### src/cache_id_pkg.sv
// Package for the cache identification register bank.
// Assumes a single core clock domain; shared by the bank and its tests.
package cache_id_pkg;

  // ----------------------------------------------------------------
  // Coprocessor register coordinates
  // ----------------------------------------------------------------
  localparam logic [2:0] OPC1_ISA   = 3'h0;
  localparam logic [2:0] OPC1_CACHE = 3'h1;
  localparam logic [2:0] OPC1_SEL   = 3'h2;
  localparam logic [3:0] CRN_ID     = 4'h0;
  localparam logic [3:0] CRM_ISA    = 4'h2;
  localparam logic [3:0] CRM_CACHE  = 4'h0;
  localparam logic [2:0] OPC2_ISA5  = 3'h5;
  localparam logic [2:0] OPC2_ISA6  = 3'h6;
  localparam logic [2:0] OPC2_ISA7  = 3'h7;
  localparam logic [2:0] OPC2_SIZE  = 3'h0;
  localparam logic [2:0] OPC2_LEVEL = 3'h1;
  localparam logic [2:0] OPC2_SEL   = 3'h0;

  // ----------------------------------------------------------------
  // Field values
  // ----------------------------------------------------------------
  localparam logic [31:0] ZERO_WORD     = 32'h0000_0000;
  localparam logic [3:0]  ICACHE_ATTR   = 4'h2;
  localparam logic [3:0]  DCACHE_ATTR   = 4'h7;
  localparam logic [9:0]  DCACHE_ASSOC  = 10'h003;
  localparam logic [9:0]  ICACHE_ASSOC  = 10'h001;
  localparam logic [2:0]  LINE_LEN_VAL  = 3'h1;
  localparam logic [2:0]  LEVEL_ONE     = 3'h1;
  localparam logic [2:0]  CL1_SPLIT     = 3'h3;
  localparam logic [14:0] DSETS_4KB     = 15'h001F;
  localparam logic [14:0] ISETS_4KB     = 15'h003F;
  localparam int          SEL_IND_BIT   = 0;
  localparam logic        SEL_RESET     = 1'b0;

  // ----------------------------------------------------------------
  // Access carrier
  // ----------------------------------------------------------------
  typedef struct packed {
    logic       rd;
    logic       wr;
    logic       priv;
    logic [2:0] opc1;
    logic [3:0] crn;
    logic [3:0] crm;
    logic [2:0] opc2;
  } cp_req_s;

  typedef struct packed {
    logic        valid;
    logic        undef;
    logic [31:0] data;
  } cp_rsp_s;

endpackage : cache_id_pkg

### src/cache_id_register_bank.sv
// Cache identification register bank reached by coprocessor moves.
// Assumes a decoded coprocessor request each cycle, synchronous to core_clk.
//
// Behaviour
// - ISA attributes word five reads zero.
// - ISA attributes words six, seven read zero.
// - Privileged only; one copy for both states.
// - Cache size word follows selected cache.
// - Instruction cache attribute nibble is 0010.
// - Data cache attribute nibble is 0111.
// - Data set count is sets minus one.
// - Instruction set count per size table.
// - Associativity four-way data, two-way instruction.
// - Line length field reads one.
// - Cache level word at opc1 1, opc2 1.
// - Unification and coherency levels read 001.
// - Level one reports split caches.
// - Levels two to seven and top bits zero.
// - Select bit one picks instruction cache.
// - Select level field reads zero, ignores writes.
`timescale 1ns/1ps
`default_nettype none

module cache_id_register_bank
  import cache_id_pkg::*;
#(
  parameter int ICACHE_KB = 16,
  parameter int DCACHE_KB = 16
) (
  input  wire logic        core_clk,
  input  wire logic        rst,
  input  wire logic        clk_en,
  input  wire cp_req_s     req,
  input  wire logic [31:0] wr_data,
  output var  cp_rsp_s     rsp
);

  // ----------------------------------------------------------------
  // Configuration
  // ----------------------------------------------------------------
  function automatic int size_shift(input int kb);
    case (kb)
      4:       size_shift = 0;
      8:       size_shift = 1;
      16:      size_shift = 2;
      32:      size_shift = 3;
      64:      size_shift = 4;
      default: size_shift = -1;
    endcase
  endfunction : size_shift

  // Sets double with each size step, so sets minus one shifts in ones from the
  // right; one formula serves both caches from their 4 KB base values.
  function automatic logic [14:0] sets_minus_one(input logic [14:0] base, input int kb);
    int shift;
    shift = size_shift(kb);
    sets_minus_one = 15'((32'(base) << shift) | ((32'h0000_0001 << shift) - 32'h0000_0001));
  endfunction : sets_minus_one

  // Only the five supported sizes have a set-count encoding; any other value
  // would give a silently wrong word, so elaboration stops instead.
  if (size_shift(ICACHE_KB) < 0) begin : g_bad_icache_kb
    $error("ICACHE_KB must be 4, 8, 16, 32 or 64");
  end
  if (size_shift(DCACHE_KB) < 0) begin : g_bad_dcache_kb
    $error("DCACHE_KB must be 4, 8, 16, 32 or 64");
  end

  localparam logic [14:0] DSETS = sets_minus_one(DSETS_4KB, DCACHE_KB);
  localparam logic [14:0] ISETS = sets_minus_one(ISETS_4KB, ICACHE_KB);

  // ----------------------------------------------------------------
  // Selection bit
  // ----------------------------------------------------------------
  // Only the select bit is held; the level field has no storage at all, so it
  // reads zero and drops whatever a write carries in bits 3 to 1.
  logic instr_not_data_select_q;
  logic instr_not_data_select_d;

  // Coordinate decode. Every word sits at one fixed place in the coprocessor
  // space, all of them under crn c0.
  wire crn_id    = req.crn == CRN_ID;
  wire crm_isa   = req.crm == CRM_ISA;
  wire crm_cache = req.crm == CRM_CACHE;
  wire hit_isa   = req.opc1 == OPC1_ISA && crn_id && crm_isa;
  wire hit_cache = req.opc1 == OPC1_CACHE && crn_id && crm_cache;
  wire hit_sel   = req.opc1 == OPC1_SEL && crn_id && crm_cache && req.opc2 == OPC2_SEL;
  wire hit_isa5  = hit_isa && req.opc2 == OPC2_ISA5;
  wire hit_isa67 = hit_isa && (req.opc2 == OPC2_ISA6 || req.opc2 == OPC2_ISA7);
  wire hit_size  = hit_cache && req.opc2 == OPC2_SIZE;
  wire hit_level = hit_cache && req.opc2 == OPC2_LEVEL;
  wire hit_ident = hit_isa5 || hit_isa67 || hit_size || hit_level;
  wire hit_any   = hit_ident || hit_sel;

  // Access qualifiers.
  wire access    = req.rd || req.wr;
  wire read_ok   = req.rd && req.priv && hit_any;
  wire sel_write = req.wr && req.priv && hit_sel;

  // A write that is refused or aimed at an identification word leaves the bit.
  assign instr_not_data_select_d = sel_write ? wr_data[SEL_IND_BIT] : instr_not_data_select_q;

  always_ff @(posedge core_clk or posedge rst) begin
    if (rst) begin
      instr_not_data_select_q <= SEL_RESET;
    end else if (clk_en) begin
      instr_not_data_select_q <= instr_not_data_select_d;
    end
  end

  // ----------------------------------------------------------------
  // Word assembly
  // ----------------------------------------------------------------
  wire is_icache = instr_not_data_select_q;

  // Cache size word fields for whichever cache the select bit picks.
  wire [3:0]  attr_nibble = is_icache ? ICACHE_ATTR : DCACHE_ATTR;
  wire [14:0] set_count   = is_icache ? ISETS : DSETS;
  wire [9:0]  assoc_ways  = is_icache ? ICACHE_ASSOC : DCACHE_ASSOC;
  wire [2:0]  line_length = LINE_LEN_VAL;

  wire [31:0] size_word = {attr_nibble, set_count, assoc_ways, line_length};

  // Cache level word fields; only level one holds a cache.
  wire [2:0]  unify_level_uniproc      = LEVEL_ONE;
  wire [2:0]  coherency_level          = LEVEL_ONE;
  wire [2:0]  unify_level_inner_shared = LEVEL_ONE;
  wire [17:0] absent_level_types       = 18'h0_0000;
  wire [2:0]  level_one_type           = CL1_SPLIT;

  wire [31:0] level_word = {2'h0, unify_level_uniproc, coherency_level,
                            unify_level_inner_shared, absent_level_types, level_one_type};

  wire [31:0] sel_word = {31'h0000_0000, instr_not_data_select_q};

  // Isa attribute words five to seven have no fields and read zero.
  wire [31:0] rd_word = hit_size  ? size_word
                      : hit_level ? level_word
                      : hit_sel   ? sel_word
                      : ZERO_WORD;

  // Unprivileged accesses and unknown coordinates raise undefined.
  wire bad = !req.priv || !hit_any;

  // ----------------------------------------------------------------
  // Registered response
  // ----------------------------------------------------------------
  // The answer comes one enabled edge after the request and stands until the
  // next enabled edge; the core takes it at once, so no handshake is kept.
  // A write to an identification word is acknowledged but stores nothing,
  // and its answer carries zero data.
  cp_rsp_s rsp_d;

  assign rsp_d = '{valid: access,
                   undef: access && bad,
                   data:  read_ok ? rd_word : ZERO_WORD};

  always_ff @(posedge core_clk or posedge rst) begin
    if (rst) begin
      rsp <= '0;
    end else if (clk_en) begin
      rsp <= rsp_d;
    end
  end

  // All checks run in the one core_clk domain and sleep through reset.

  // Set counts straight from the size table, kept apart from the shift
  // formula above so that a slip in either one shows up.
  function automatic logic [14:0] dsets_table(input int kb);
    case (kb)
      4:       dsets_table = 15'h001F;
      8:       dsets_table = 15'h003F;
      16:      dsets_table = 15'h007F;
      32:      dsets_table = 15'h00FF;
      64:      dsets_table = 15'h01FF;
      default: dsets_table = 15'h0000;
    endcase
  endfunction : dsets_table

  function automatic logic [14:0] isets_table(input int kb);
    case (kb)
      4:       isets_table = 15'h003F;
      8:       isets_table = 15'h007F;
      16:      isets_table = 15'h00FF;
      32:      isets_table = 15'h01FF;
      64:      isets_table = 15'h03FF;
      default: isets_table = 15'h0000;
    endcase
  endfunction : isets_table

  localparam logic [14:0] DSETS_EXP = dsets_table(DCACHE_KB);
  localparam logic [14:0] ISETS_EXP = isets_table(ICACHE_KB);

  if (DSETS != DSETS_EXP || ISETS != ISETS_EXP) begin : g_sets_check
    $error("set count formula disagrees with the size table");
  end
endmodule : cache_id_register_bank

`default_nettype wire

### config.mk
export PLATFORM = sky130hd
export DESIGN_NAME = cache_id_register_bank
export DESIGN_NICKNAME = d
export VERILOG_FILES = /design/src/cache_id_pkg.sv /design/src/cache_id_register_bank.sv
export SDC_FILE = /design/constraint.sdc
export NUM_CORES = 1
export LEC_CHECK = 0
export BUFFER_PORTS_ARGS = -buffer_cell sky130_fd_sc_hd__clkbuf_2
export CAP_MARGIN = 40
export CORE_MARGIN = 2
export CORE_UTILIZATION = 33
export DETAILED_ROUTE_END_ITERATION = 12
export PLACE_DENSITY = 0.81
export REMOVE_ABC_BUFFERS = 1
export SLEW_MARGIN = 20
export SYNTH_ARGS = -nofsm -noshare
export SYNTH_HDL_FRONTEND = slang
export SYNTH_SLANG_ARGS = --single-unit
### constraint.sdc
create_clock -name core_clk -period 1.4 [get_ports core_clk]
set_input_delay 0.07 -clock core_clk [delete_from_list [all_inputs] [get_ports core_clk]]
set_output_delay 0.07 -clock core_clk [all_outputs]
set_load 0.005 [all_outputs]
==> results.txt, run 1 <==
----------------------------------------------------
[Synth]
  Share of the yosys chip area belonging to registers ... 0.304
  Syn Area/Cell ... 8.78 µm²
  Number of warning messages in the yosys log ... 0
  EDFF count, synth ... 0
  Synth area leaders ... sky130_fd_sc_hd__buf_4 31%, sky130_fd_sc_hd__dfrtp_1 30%, sky130_fd_sc_hd__nor4_4 3.2%
  Syn Std Cell Area ... 658 µm²
  Post-synth top cells ... 27 x sky130_fd_sc_hd__buf_4, 8 x sky130_fd_sc_hd__dfrtp_1, 5 x sky130_fd_sc_hd__inv_1
  Most instantiated library cell after synthesis ... sky130_fd_sc_hd__buf_4
  Largest area contributor in the synthesized netlist ... sky130_fd_sc_hd__buf_4
  Primary flip-flop cell chosen by synthesis mapping ... sky130_fd_sc_hd__dfrtp_1
  Yosys top cell area share ... 0.308
  Fraction of registers with async set or reset after synthesis ... 1.00
  Post-Synthesis Cells ... 75
  Post-synth cell types ... 24
  #FFs+latches synth ... 8

[Timing]
  Maximum clock skew at final layout ... 3.16 ps
  Number of setup violations in the final report ... 0
  Slew Viols, Final ... 0
  Max Clock Freq ... roughly 890 MHz
  Time the final worst path needs with I/O delays and setup ... between 1000 and 1500 ps
  Setup TNS Final ... 0 ps
  Hold Fails Final Rpt ... 0
  Smallest setup slack after layout ... 276 ps
  RSZ-0062 raised after global routing ... no
  Final cycle utilization of the critical path ... 0.803

[Drt]
  Overall routed net length ... around 1400 µm
  Post-detailed-route via-to-cell ratio ... roughly 4.3
  DRC violations left ... 0
  Via count of the routed design ... 577
  DR pass1 iterations ... 4
  Avg WL per Cell ... 10.1 µm
  Remaining antenna violation count after routing ... 0
  Violation count after the first detailed-route iteration ... 8

[Power]
  Total power draw ... 504 µW
  Internal power consumption ... 376 µW
  Gate power share ... 0.185
  Areal power density over the cells ... 641 nW/µm²
  Net switching power of the design ... 127 µW
  Worst voltage drop across the vdd grid ... 0.443 mV
  Leakage component of the power ... 0.446 nW
  Sequential share of power ... 0.478
  Switching share of power ... 0.253
  Proportion of power drawn by the clock network ... 0.337

[Floorplan]
  Die X ... ~50 µm
  Area inside the core boundary ... 1920 µm²
  Die outline area ... 2370 µm²
  Site Rows ... 16
  Initial cell density of the core ... 0.342
  Number of top-level design ports ... 86
  Height of the die ... 48.7 µm

[Run status]
  Run status ... finished clean

[Place]
  Routability cong. ... 0.837
  Total placed cells including tap cells ... 130
  HPWL reported at the end of detailed placement ... between 1000 and 1500 µm
  Post-place setup slack ... ~4.2 ps
  IO buf count ... 40

[Finish]
  Fraction of final layout cells with drive strength greater than 1 ... 0.449
  Sequential cell area in the final layout ... 200 µm²
  Synthesis-to-layout area growth ... 19.4%
  Area used by multi-input combinational logic ... about 290 µm²
  Number of inserted filler cells in the final layout ... 213
  Post-route non-filler standard cell count ... ~130
  Inserted Diodes ... 0
  Number of nets at the end of the flow ... 161

[Setup path]
  Critical path capture point type ... flop
  Worst Setup Path Type ... input pin to flop
  Max FO, Critical Path ... 3
  CP Launch Type ... input pin
  Critical path data required time ... 1570 ps
  Worst Path Arrival ... 1300 ps

[Clock tree]
  Clock buffer depth ... 2
  Inserted Clock Buffers ... 3
  CTS tree ... yes
  Clock-pin slew reported for the worst setup and hold paths after clock tree synthesis ... 50 ps
  Clock Sinks ... 8
  Clk_lat worst skew ... 250 ps
  Number of gates given a new drive strength after cts ... 0
  Depth of the CTS H-tree ... 1
  Root buf cell ... sky130_fd_sc_hd__clkbuf_4
  Number of buffers inserted by post-CTS setup repair ... 0
  # hold bufs at CTS ... 1

[Global routing]
  Total Routing Usage GR ... 0.117
  Antenna violations before repair ... 0
  Vias in the first global route ... roughly 510
  Largest net degree at the start of global routing ... 11
  First-pass GRT wire length ... between 2000 and 2500 µm
  GRT Residual Overflow ... 0

[Job]
  Max-cap violations ... 0

[Min path]
  Worst hold path type ... input pin to flop

----------------------------------------------------
[cells in the final DEF (no fill, tap or decap)]
cell type                       Yosys  final
sky130_fd_sc_hd__a41o_1             1      1
sky130_fd_sc_hd__nand2_1            2      2
sky130_fd_sc_hd__o21ai_0            4      4
sky130_fd_sc_hd__or3_1              1      1
sky130_fd_sc_hd__nand3_1            1      1
sky130_fd_sc_hd__nor4_1             2      2
sky130_fd_sc_hd__a21o_1             1      1
sky130_fd_sc_hd__or4_4              1      1
sky130_fd_sc_hd__dlygate4sd3_1      0      1
sky130_fd_sc_hd__clkbuf_4           0      3
sky130_fd_sc_hd__nor2b_1            2      2
sky130_fd_sc_hd__clkbuf_2           0     40
sky130_fd_sc_hd__a41oi_1            1      1
sky130_fd_sc_hd__inv_1              5      5
sky130_fd_sc_hd__nand2b_1           2      2
sky130_fd_sc_hd__nand3b_1           2      2
sky130_fd_sc_hd__o2bb2ai_1          2      2
sky130_fd_sc_hd__nor3_1             4      4
sky130_fd_sc_hd__mux2_2             1      1
sky130_fd_sc_hd__a211o_1            1      1
sky130_fd_sc_hd__conb_1             1     14
sky130_fd_sc_hd__buf_4             27      2
sky130_fd_sc_hd__o31ai_1            1      1
sky130_fd_sc_hd__nand4_1            1      1
sky130_fd_sc_hd__nor2_1             3      3
sky130_fd_sc_hd__dfrtp_1            8      8
sky130_fd_sc_hd__nor4_4             1      1
[area by class of cell]
| class | instances | area share |
|---|---|---|
| inverter | 5 | 0.0239 |
| clock buffer | 3 | 0.0287 |
| tap | 27 | 0.0430 |
| sequential | 8 | 0.255 |
| timing repair buffer | 43 | 0.287 |
| multi-input combinational | 48 | 0.363 |
[cell families (layout without fill, tap and decap cells)]
logic type	count (synthesis)	in the layout	synth area share
AO/OA/AOI/OAI	11	11	0.122
other	1	14	0.00570
buffers and inverters	32	51	0.336
flip-flops	8	8	0.304
multiplexers	1	1	0.0171
AND/OR/NAND/NOR	22	22	0.215
[layer usage]
layer | share of wire | up-vias | wire length [µm] | global-route usage
li1 | - | 285 | - | -
met4 | 0.0059 | 0 | 8 | 0.0571
met5 | 0 | - | 0 | 0
met2 | 0.45 | 40 | 604 | 0.178
met1 | 0.44 | 250 | 594 | 0.149
met3 | 0.11 | 2 | 144 | 0.0401
[worst max-delay path, stage by stage]
cell,delay [ps]
sky130_fd_sc_hd__clkbuf_2,100
sky130_fd_sc_hd__nor4_4,280
sky130_fd_sc_hd__nand4_1,160
sky130_fd_sc_hd__or4_4,520
sky130_fd_sc_hd__o2bb2ai_1,160
[path summary, 6_finish.rpt]
path,start,to,slack (ps),depth (start not counted)
max reg2reg,instr_not_data_select_q$_DFFE_PP0P_,rsp[0]$_DFFE_PP0P_,440,3
min,wr_data[0],instr_not_data_select_q$_DFFE_PP0P_,60,2
max,req[10],rsp[28]$_DFFE_PP0P_,280,5
min reg2reg,instr_not_data_select_q$_DFFE_PP0P_,rsp[28]$_DFFE_PP0P_,480,1
max in group asynchronous,rst,rsp[29]$_DFFE_PP0P_,880,3
min in group asynchronous,rst,rsp[28]$_DFFE_PP0P_,290,3
[power groups by stage]
| stage | clock network [mW] | registers, mW | logic (mW) |
|---|---|---|---|
| 6_report | 0.170 | 0.241 | 0.0931 |
| 5_1_grt | 0.184 | 0.241 | 0.106 |
| 4_1_cts | 0.181 | 0.241 | 0.0940 |
| 3_5_place_dp | 0 | 0.245 | 0.0915 |
| 3_3_place_gp | 0 | 0.244 | 0.0890 |
| 2_1_floorplan | 0 | 0.244 | 0.0371 |
[registers in the layout (all words and copies together) (netlist names)]
name,cells
rsp,7
instr_not_data_select_q,1
[through the flow]
stage | utilization | area (µm²) | hold slack, ps
after floorplan | - | 504 | -114
after global placement | 0.392 | 753 | 1.55
after detailed placement | 0.392 | 753 | 10.1
after CTS | 0.409 | 786 | 45.3
after global routing | 0.409 | 786 | 67.1
final | 0.409 | 786 | 56.4
Power figures use the tool's default switching activity.
==> run 2: changes to the inputs <==
--- a/config.mk
+++ b/config.mk
@@ -8,9 +8,9 @@
 export BUFFER_PORTS_ARGS = -buffer_cell sky130_fd_sc_hd__clkbuf_2
 export CAP_MARGIN = 40
 export CORE_MARGIN = 2
-export CORE_UTILIZATION = 33
+export CORE_UTILIZATION = 28
 export DETAILED_ROUTE_END_ITERATION = 12
-export PLACE_DENSITY = 0.81
+export PLACE_DENSITY = 0.73
 export REMOVE_ABC_BUFFERS = 1
 export SLEW_MARGIN = 20
 export SYNTH_ARGS = -nofsm -noshare
==> constraint.sdc (replaced) <==
create_clock -name core_clk -period 0.97 [get_ports core_clk]
set_input_delay 0.0485 -clock core_clk [delete_from_list [all_inputs] [get_ports core_clk]]
set_output_delay 0.0485 -clock core_clk [all_outputs]
set_load 0.005 [all_outputs]
==> results.txt, run 2 (synthesis results as in run 1) <==
----------------------------------------------------
[Place]
  IO buf count ... 40 (unchanged)
  Routability cong. ... 0.882 (+5.3%)
  HPWL reported at the end of detailed placement ... 1220 µm (+5.5%)
  Placed inst area ... 800 µm² (+6.1%)

[Drt]
  Post-detailed-route via-to-cell ratio ... 4.24 (-1.5%)
  DRC violations left ... 0 (unchanged)
  Avg WL per Cell ... 10.4 µm (+3.0%)
  Remaining antenna violation count after routing ... 0 (unchanged)
  Violation count after the first detailed-route iteration ... 6 (-2)
  Via count of the routed design ... 611 (+5.9%)
  Overall routed net length ... 1500 µm (+11%)
  DR pass1 iterations ... 4 (unchanged)

[Power]
  Areal power density over the cells ... 832 nW/µm² (+30%)
  Worst voltage drop across the vdd grid ... 0.374 mV (-15%)
  Leakage component of the power ... 0.506 nW (+13%)

[Finish]
  Highest-count cells in the layout ignoring fill and taps ... 39 x sky130_fd_sc_hd__clkbuf_2, 14 x sky130_fd_sc_hd__conb_1, 11 x sky130_fd_sc_hd__buf_4, 7 x sky130_fd_sc_hd__dfrtp_1, 5 x sky130_fd_sc_hd__inv_1
  Number of nets at the end of the flow ... 170 (+5.6%)
  Area used by multi-input combinational logic ... 334 µm² (+17%)
  Inserted Diodes ... 0 (unchanged)
  Area of all placed cells without fillers ... 911 µm² (+16%)
  Fraction of final layout cells with drive strength greater than 1 ... 0.560 (+0.112)
  Largest registers ... rsp: 7 flops, instr_not_data_select_q: 1 flops
  Sequential cell area in the final layout ... 201 µm² (+0.62%)
  Register bank with the most flops ... rsp
  Synthesis-to-layout area growth ... 38.4%
  Number of inserted filler cells in the final layout ... 236 (+11%)
  Number of flip-flops under the largest register name ... 7 (unchanged)
  Utilization of the core after routing ... 0.412 (+0.00291)
  Most common cell after layout, fill and taps aside ... sky130_fd_sc_hd__clkbuf_2

[Timing]
  Hold Fails Final Rpt ... 0 (unchanged)
  Final cycle utilization of the critical path ... 1.14
  Time the final worst path needs with I/O delays and setup ... 1110 ps
  Maximum clock skew at final layout ... 0.477 ps (-2.69 ps)
  Slew Viols, Final ... 0 (unchanged)
  Max Clock Freq ... 904 MHz
  Smallest setup slack after layout ... -137 ps (-413 ps)
  Min Hold Slack ... 31.9 ps (-24.5 ps)
  RSZ-0062 raised after global routing ... yes
  Number of setup violations in the final report ... 4 (+4)

[Floorplan]
  Area inside the core boundary ... 2210 µm² (+15%)
  Site Rows ... 17 (+1)
  Number of top-level design ports ... 86 (unchanged)
  Die outline area ... 2750 µm² (+16%)
  Die X ... 52.5 µm (+7.9%)
  Initial cell density of the core ... 0.298 (-0.0449)
  Height of the die ... 52.5 µm (+7.9%)

[Clock tree]
  Clk_lat worst skew ... 250 ps (about the same)
  Depth of the CTS H-tree ... 1 (unchanged)
  Clock Sinks ... 8 (unchanged)
  Inserted Clock Buffers ... 3 (unchanged)
  CTS tree ... yes
  Root buf cell ... sky130_fd_sc_hd__clkbuf_4
  Clock buffer depth ... 2 (unchanged)
  Clock-pin slew reported for the worst setup and hold paths after clock tree synthesis ... 50 ps (about the same)

[Global routing]
  GRT Residual Overflow ... 0 (unchanged)
  Antenna violations before repair ... 0 (unchanged)
  Largest net degree at the start of global routing ... 11 (unchanged)
  Vias in the first global route ... 507 (-0.39%)
  First-pass GRT wire length ... 2060 µm (-6.6%)
  Total Routing Usage GR ... 0.106 (-0.0118)

[Setup path]
  CP max-delay cell ... sky130_fd_sc_hd__or4_4
  Maximum cell stage delay along the critical path ... 560 ps (+40 ps)
  Max FO, Critical Path ... 3 (unchanged)
  Worst Setup Path Type ... input pin to flop
  Critical path data required time ... 1140 ps (-430 ps)
  Start of the worst register-to-register path ... instr_not_data_select_q$_DFFE_PP0P_
  Launch point of the worst path ... req[10]
  Critical path capture point type ... flop
  Worst Path Arrival ... 1280 ps (-20 ps)
  CP Launch Type ... input pin
  Critical-path cell list ... buf_6 > nor4_4 > nand4_1 > or4_4 > o2bb2ai_2

[Min path]
  Worst hold path type ... input pin to flop
  Hold path start ... wr_data[0]

[Run status]
  Violations in the final reports ... negative setup slack
  Run status ... complete, but fails checks

[Job]
  Max-cap violations ... 0 (unchanged)

----------------------------------------------------
## run 2: routing by layer
metal,track usage,up-vias,share of wire
li1,-,302,-
met2,0.169,41,0.49
met1,0.125,268,0.41
met4,0.0513,0,0
met3,0.0371,0,0.10
met5,0,-,0
## run 2: worst max-delay path, delay by kind of cell
family,cells,cell delay [ps]
simple gates,3,990
compound gates,1,140
buf+inv,1,90
## run 2: report_power, final
part / switching, mW / internal (mW) / total, mW
combinational: 0.0853 / 0.0829 / 0.168
clock: 0.102 / 0.141 / 0.243
sequential: 0.00406 / 0.343 / 0.347
## run 2: repair_timing
action,CTS,global route
endpoints found under the hold margin,8,0
hold buffers,1,0
pin swaps,2,6
buffers inserted,2,1
setup endpoints to repair,5,16
resized for setup,6,7
## run 2: area by class of cell
cell class | count | share of cell area
clock buffers | 3 | 0.0247
inverters | 5 | 0.0206
multi-input cells | 48 | 0.367
flip-flops and latches | 8 | 0.221
well taps | 28 | 0.0385
repair buffers | 52 | 0.328
## run 2: final timing paths
| check | endpoint | slack (ps) | depth (start not counted) |
|---|---|---|---|
| worst min register to register | rsp[32]$_DFFE_PP0P_ | 500 | 1 |
| worst max-delay path | rsp[20]$_DFFE_PP0P_ | -140 | 5 |
| max in group asynchronous | rsp[29]$_DFFE_PP0P_ | 460 | 3 |
| worst max register to register | rsp[0]$_DFFE_PP0P_ | 30 | 3 |
| min in group asynchronous | rsp[28]$_DFFE_PP0P_ | 260 | 3 |
| worst min-delay path | instr_not_data_select_q$_DFFE_PP0P_ | 30 | 2 |
## run 2: metrics by stage
step           std cells  power [mW]  setup slack (ps)  setup TNS [ps]
2_1_floorplan         61       0.406              -204            -818
5_1_grt              144       0.815              -191            -733
6_report             144       0.758              -137            -456
3_5_place_dp         137       0.504              -411           -2090
3_3_place_gp         137       0.502              -374           -1960
4_1_cts              143       0.760              -118            -405
==> run 3: changes to the inputs <==
--- a/config.mk
+++ b/config.mk
@@ -10,6 +10,7 @@
 export CORE_MARGIN = 2
 export CORE_UTILIZATION = 28
 export DETAILED_ROUTE_END_ITERATION = 12
+export GPL_TIMING_DRIVEN = 0
 export PLACE_DENSITY = 0.73
 export REMOVE_ABC_BUFFERS = 1
 export SLEW_MARGIN = 20
==> results.txt, run 3 (synthesis results as in run 1) <==
----------------------------------------------------
[Power]
  Proportion of power drawn by the clock network ... 0.340 (+0.019)
  Sequential share of power ... 0.464 (+0.007)
  Worst voltage drop across the vdd grid ... 0.501 mV (+34%)
  Switching share of power ... 0.268 (+0.0153)
  Internal power consumption ... 547 µW (-3.3%)
  Net switching power of the design ... 201 µW (+4.7%)
  Gate power share ... 0.196 (-0.026)
  Areal power density over the cells ... 884 nW/µm² (+6.3%)
  Leakage component of the power ... 0.468 nW (-7.6%)
  Total power draw ... 748 µW (-1.3%)

[Finish]
  Number of inserted filler cells in the final layout ... 238 (+0.85%)
  Synthesis-to-layout area growth ... 28.5%
  Largest registers ... rsp: 7 flops, instr_not_data_select_q: 1 flops
  Post-route non-filler standard cell count ... 135 (-6.3%)
  Most common cell after layout, fill and taps aside ... sky130_fd_sc_hd__clkbuf_2
  Number of flip-flops under the largest register name ... 7 (unchanged)
  Register bank with the most flops ... rsp
  Inserted Diodes ... 0 (unchanged)
  Highest-count cells in the layout ignoring fill and taps ... 39 x sky130_fd_sc_hd__clkbuf_2, 14 x sky130_fd_sc_hd__conb_1, 8 x sky130_fd_sc_hd__dfrtp_1, 4 x sky130_fd_sc_hd__inv_1
  Number of nets at the end of the flow ... 161 (-5.3%)
  Fraction of final layout cells with drive strength greater than 1 ... 0.533 (-0.0276)

[Global routing]
  GRT Residual Overflow ... 0 (unchanged)
  Largest net degree at the start of global routing ... 11 (unchanged)
  Met1 layer usage reported by global route ... 0.128 (+0.00351)
  First-pass GRT wire length ... 2140 µm (+3.7%)
  Global route hottest layer ... met2
  Met3 Use GR ... 0.0257 (-0.0114)
  Total Routing Usage GR ... 0.107 (+0.00119)
  Antenna violations before repair ... 0 (unchanged)
  Vias in the first global route ... 532 (+4.9%)
  Global-route met2 utilization ... 0.169 (unchanged)

[Drt]
  DR pass1 iterations ... 4 (unchanged)
  DRC violations left ... 0 (unchanged)
  Violation count after the first detailed-route iteration ... 5 (-1)
  Via count of the routed design ... 579 (-5.2%)
  Overall routed net length ... 1460 µm (-2.3%)
  Post-detailed-route via-to-cell ratio ... 4.29 (+1.1%)
  Remaining antenna violation count after routing ... 0 (unchanged)
  Avg WL per Cell ... 10.8 µm (+4.2%)

[Floorplan]
  Die outline area ... 2750 µm² (unchanged)
  Number of top-level design ports ... 86 (unchanged)
  Height of the die ... 52.5 µm (unchanged)
  Site Rows ... 17 (unchanged)
  Initial cell density of the core ... 0.298 (unchanged)
  Die X ... 52.5 µm (unchanged)
  Area inside the core boundary ... 2210 µm² (unchanged)

[Setup path]
  Max FO, Critical Path ... 3 (unchanged)
  Critical path capture point type ... flop
  Maximum cell stage delay along the critical path ... 570 ps (about the same)
  Critical-path cell list ... buf_6 > nor4_4 > nand4_1 > or4_4 > o2bb2ai_2
  Worst Path Arrival ... 1280 ps (about the same)
  CP Launch Type ... input pin
  Critical path data required time ... 1150 ps (about the same)
  CP max-delay cell ... sky130_fd_sc_hd__or4_4
  Worst Setup Path Type ... input pin to flop

[Run status]
  Violations in the final reports ... negative setup slack
  Run status ... complete, but fails checks

[Place]
  HPWL reported at the end of detailed placement ... 1170 µm (-3.5%)
  Post-place setup slack ... -431 ps (-20.8 ps)
  Total placed cells including tap cells ... 129 (-5.8%)
  IO buf count ... 40 (unchanged)
  Routability cong. ... 0.782 (-11%)

[Clock tree]
  Depth of the CTS H-tree ... 1 (unchanged)
  Inserted Clock Buffers ... 3 (unchanged)
  Clk_lat worst skew ... 250 ps (about the same)
  Clock buffer depth ... 2 (unchanged)
  Root buf cell ... sky130_fd_sc_hd__clkbuf_4
  Clock-pin slew reported for the worst setup and hold paths after clock tree synthesis ... 60 ps (about the same)
  Clock Sinks ... 8 (unchanged)
  CTS tree ... yes

[Timing]
  Smallest setup slack after layout ... -134 ps (+3.03 ps)
  Slew Viols, Final ... 0 (unchanged)
  Hold Fails Final Rpt ... 0 (unchanged)
  Final cycle utilization of the critical path ... 1.14 (-0.00312)
  Number of setup violations in the final report ... 4 (unchanged)
  Setup TNS Final ... -464 ps (-7.34 ps)
  RSZ-0062 raised after global routing ... yes
  Time the final worst path needs with I/O delays and setup ... 1100 ps (-3.03 ps)
  Maximum clock skew at final layout ... 3.54 ps (+3.06 ps)
  Max Clock Freq ... 906 MHz (+0.27%)

[Job]
  Max-cap violations ... 0 (unchanged)

[Min path]
  Worst hold path type ... input pin to flop

----------------------------------------------------
## run 3: repair_timing
action                                  CTS  global route
pin swaps                                 2             9
hold buffers                              1             0
setup buffers                             2             0
endpoints found under the setup margin    5            16
gates resized for setup                   7             7
hold endpoints to repair                  8             0
## run 3: critical path, delay by kind of cell
family | cells | cell delay (ps)
compound gates | 1 | 130
simple gates | 3 | 1010
buf+inv | 1 | 100
## run 3: routing by layer
layer,wire [µm],vias up
met3,154,4
met2,644,41
met5,0,-
met4,27,0
met1,635,250
li1,-,284
## run 3: cell type report
type | count | area (µm²) | area share
Multi-Input combinational cell | 48 | 338 | 0.399
Inverter | 5 | 18.8 | 0.0222
Clock buffer | 3 | 22.5 | 0.0266
Tap cell | 28 | 35.0 | 0.0414
Timing Repair Buffer | 43 | 231 | 0.274
Sequential cell | 8 | 200 | 0.237
## run 3: power by group through the flow
stage | logic, mW | registers [mW] | clock network (mW)
floorplan | 0.0536 | 0.353 | 0
detailed placement | 0.129 | 0.353 | 0
finish | 0.147 | 0.347 | 0.254
CTS | 0.142 | 0.347 | 0.260
global placement | 0.125 | 0.352 | 0
global route | 0.166 | 0.348 | 0.274
## run 3: path summary, 6_finish.rpt
path	startpoint	endpoint	slack [ps]	depth (start not counted)
setup / recovery	req[10]	rsp[20]$_DFFE_PP0P_	-130	5
hold / removal	wr_data[0]	instr_not_data_select_q$_DFFE_PP0P_	30	2
setup reg to reg	instr_not_data_select_q$_DFFE_PP0P_	rsp[0]$_DFFE_PP0P_	60	3
hold reg to reg	rsp[20]$_DFFE_PP0P_	rsp[20]$_DFFE_PP0P_	490	1
max in group asynchronous	rst	rsp[29]$_DFFE_PP0P_	480	3
min in group asynchronous	rst	rsp[32]$_DFFE_PP0P_	260	3
## run 3: per-stage QoR
step                      hold WS (ps)  area [µm²]  utilization
after detailed placement         -6.71         739        0.334
final                             28.8         846        0.382
after global routing              23.4         846        0.382
after global placement           -21.4         739        0.334
after floorplan                   -136         504            -
after CTS                         26.0         821        0.371
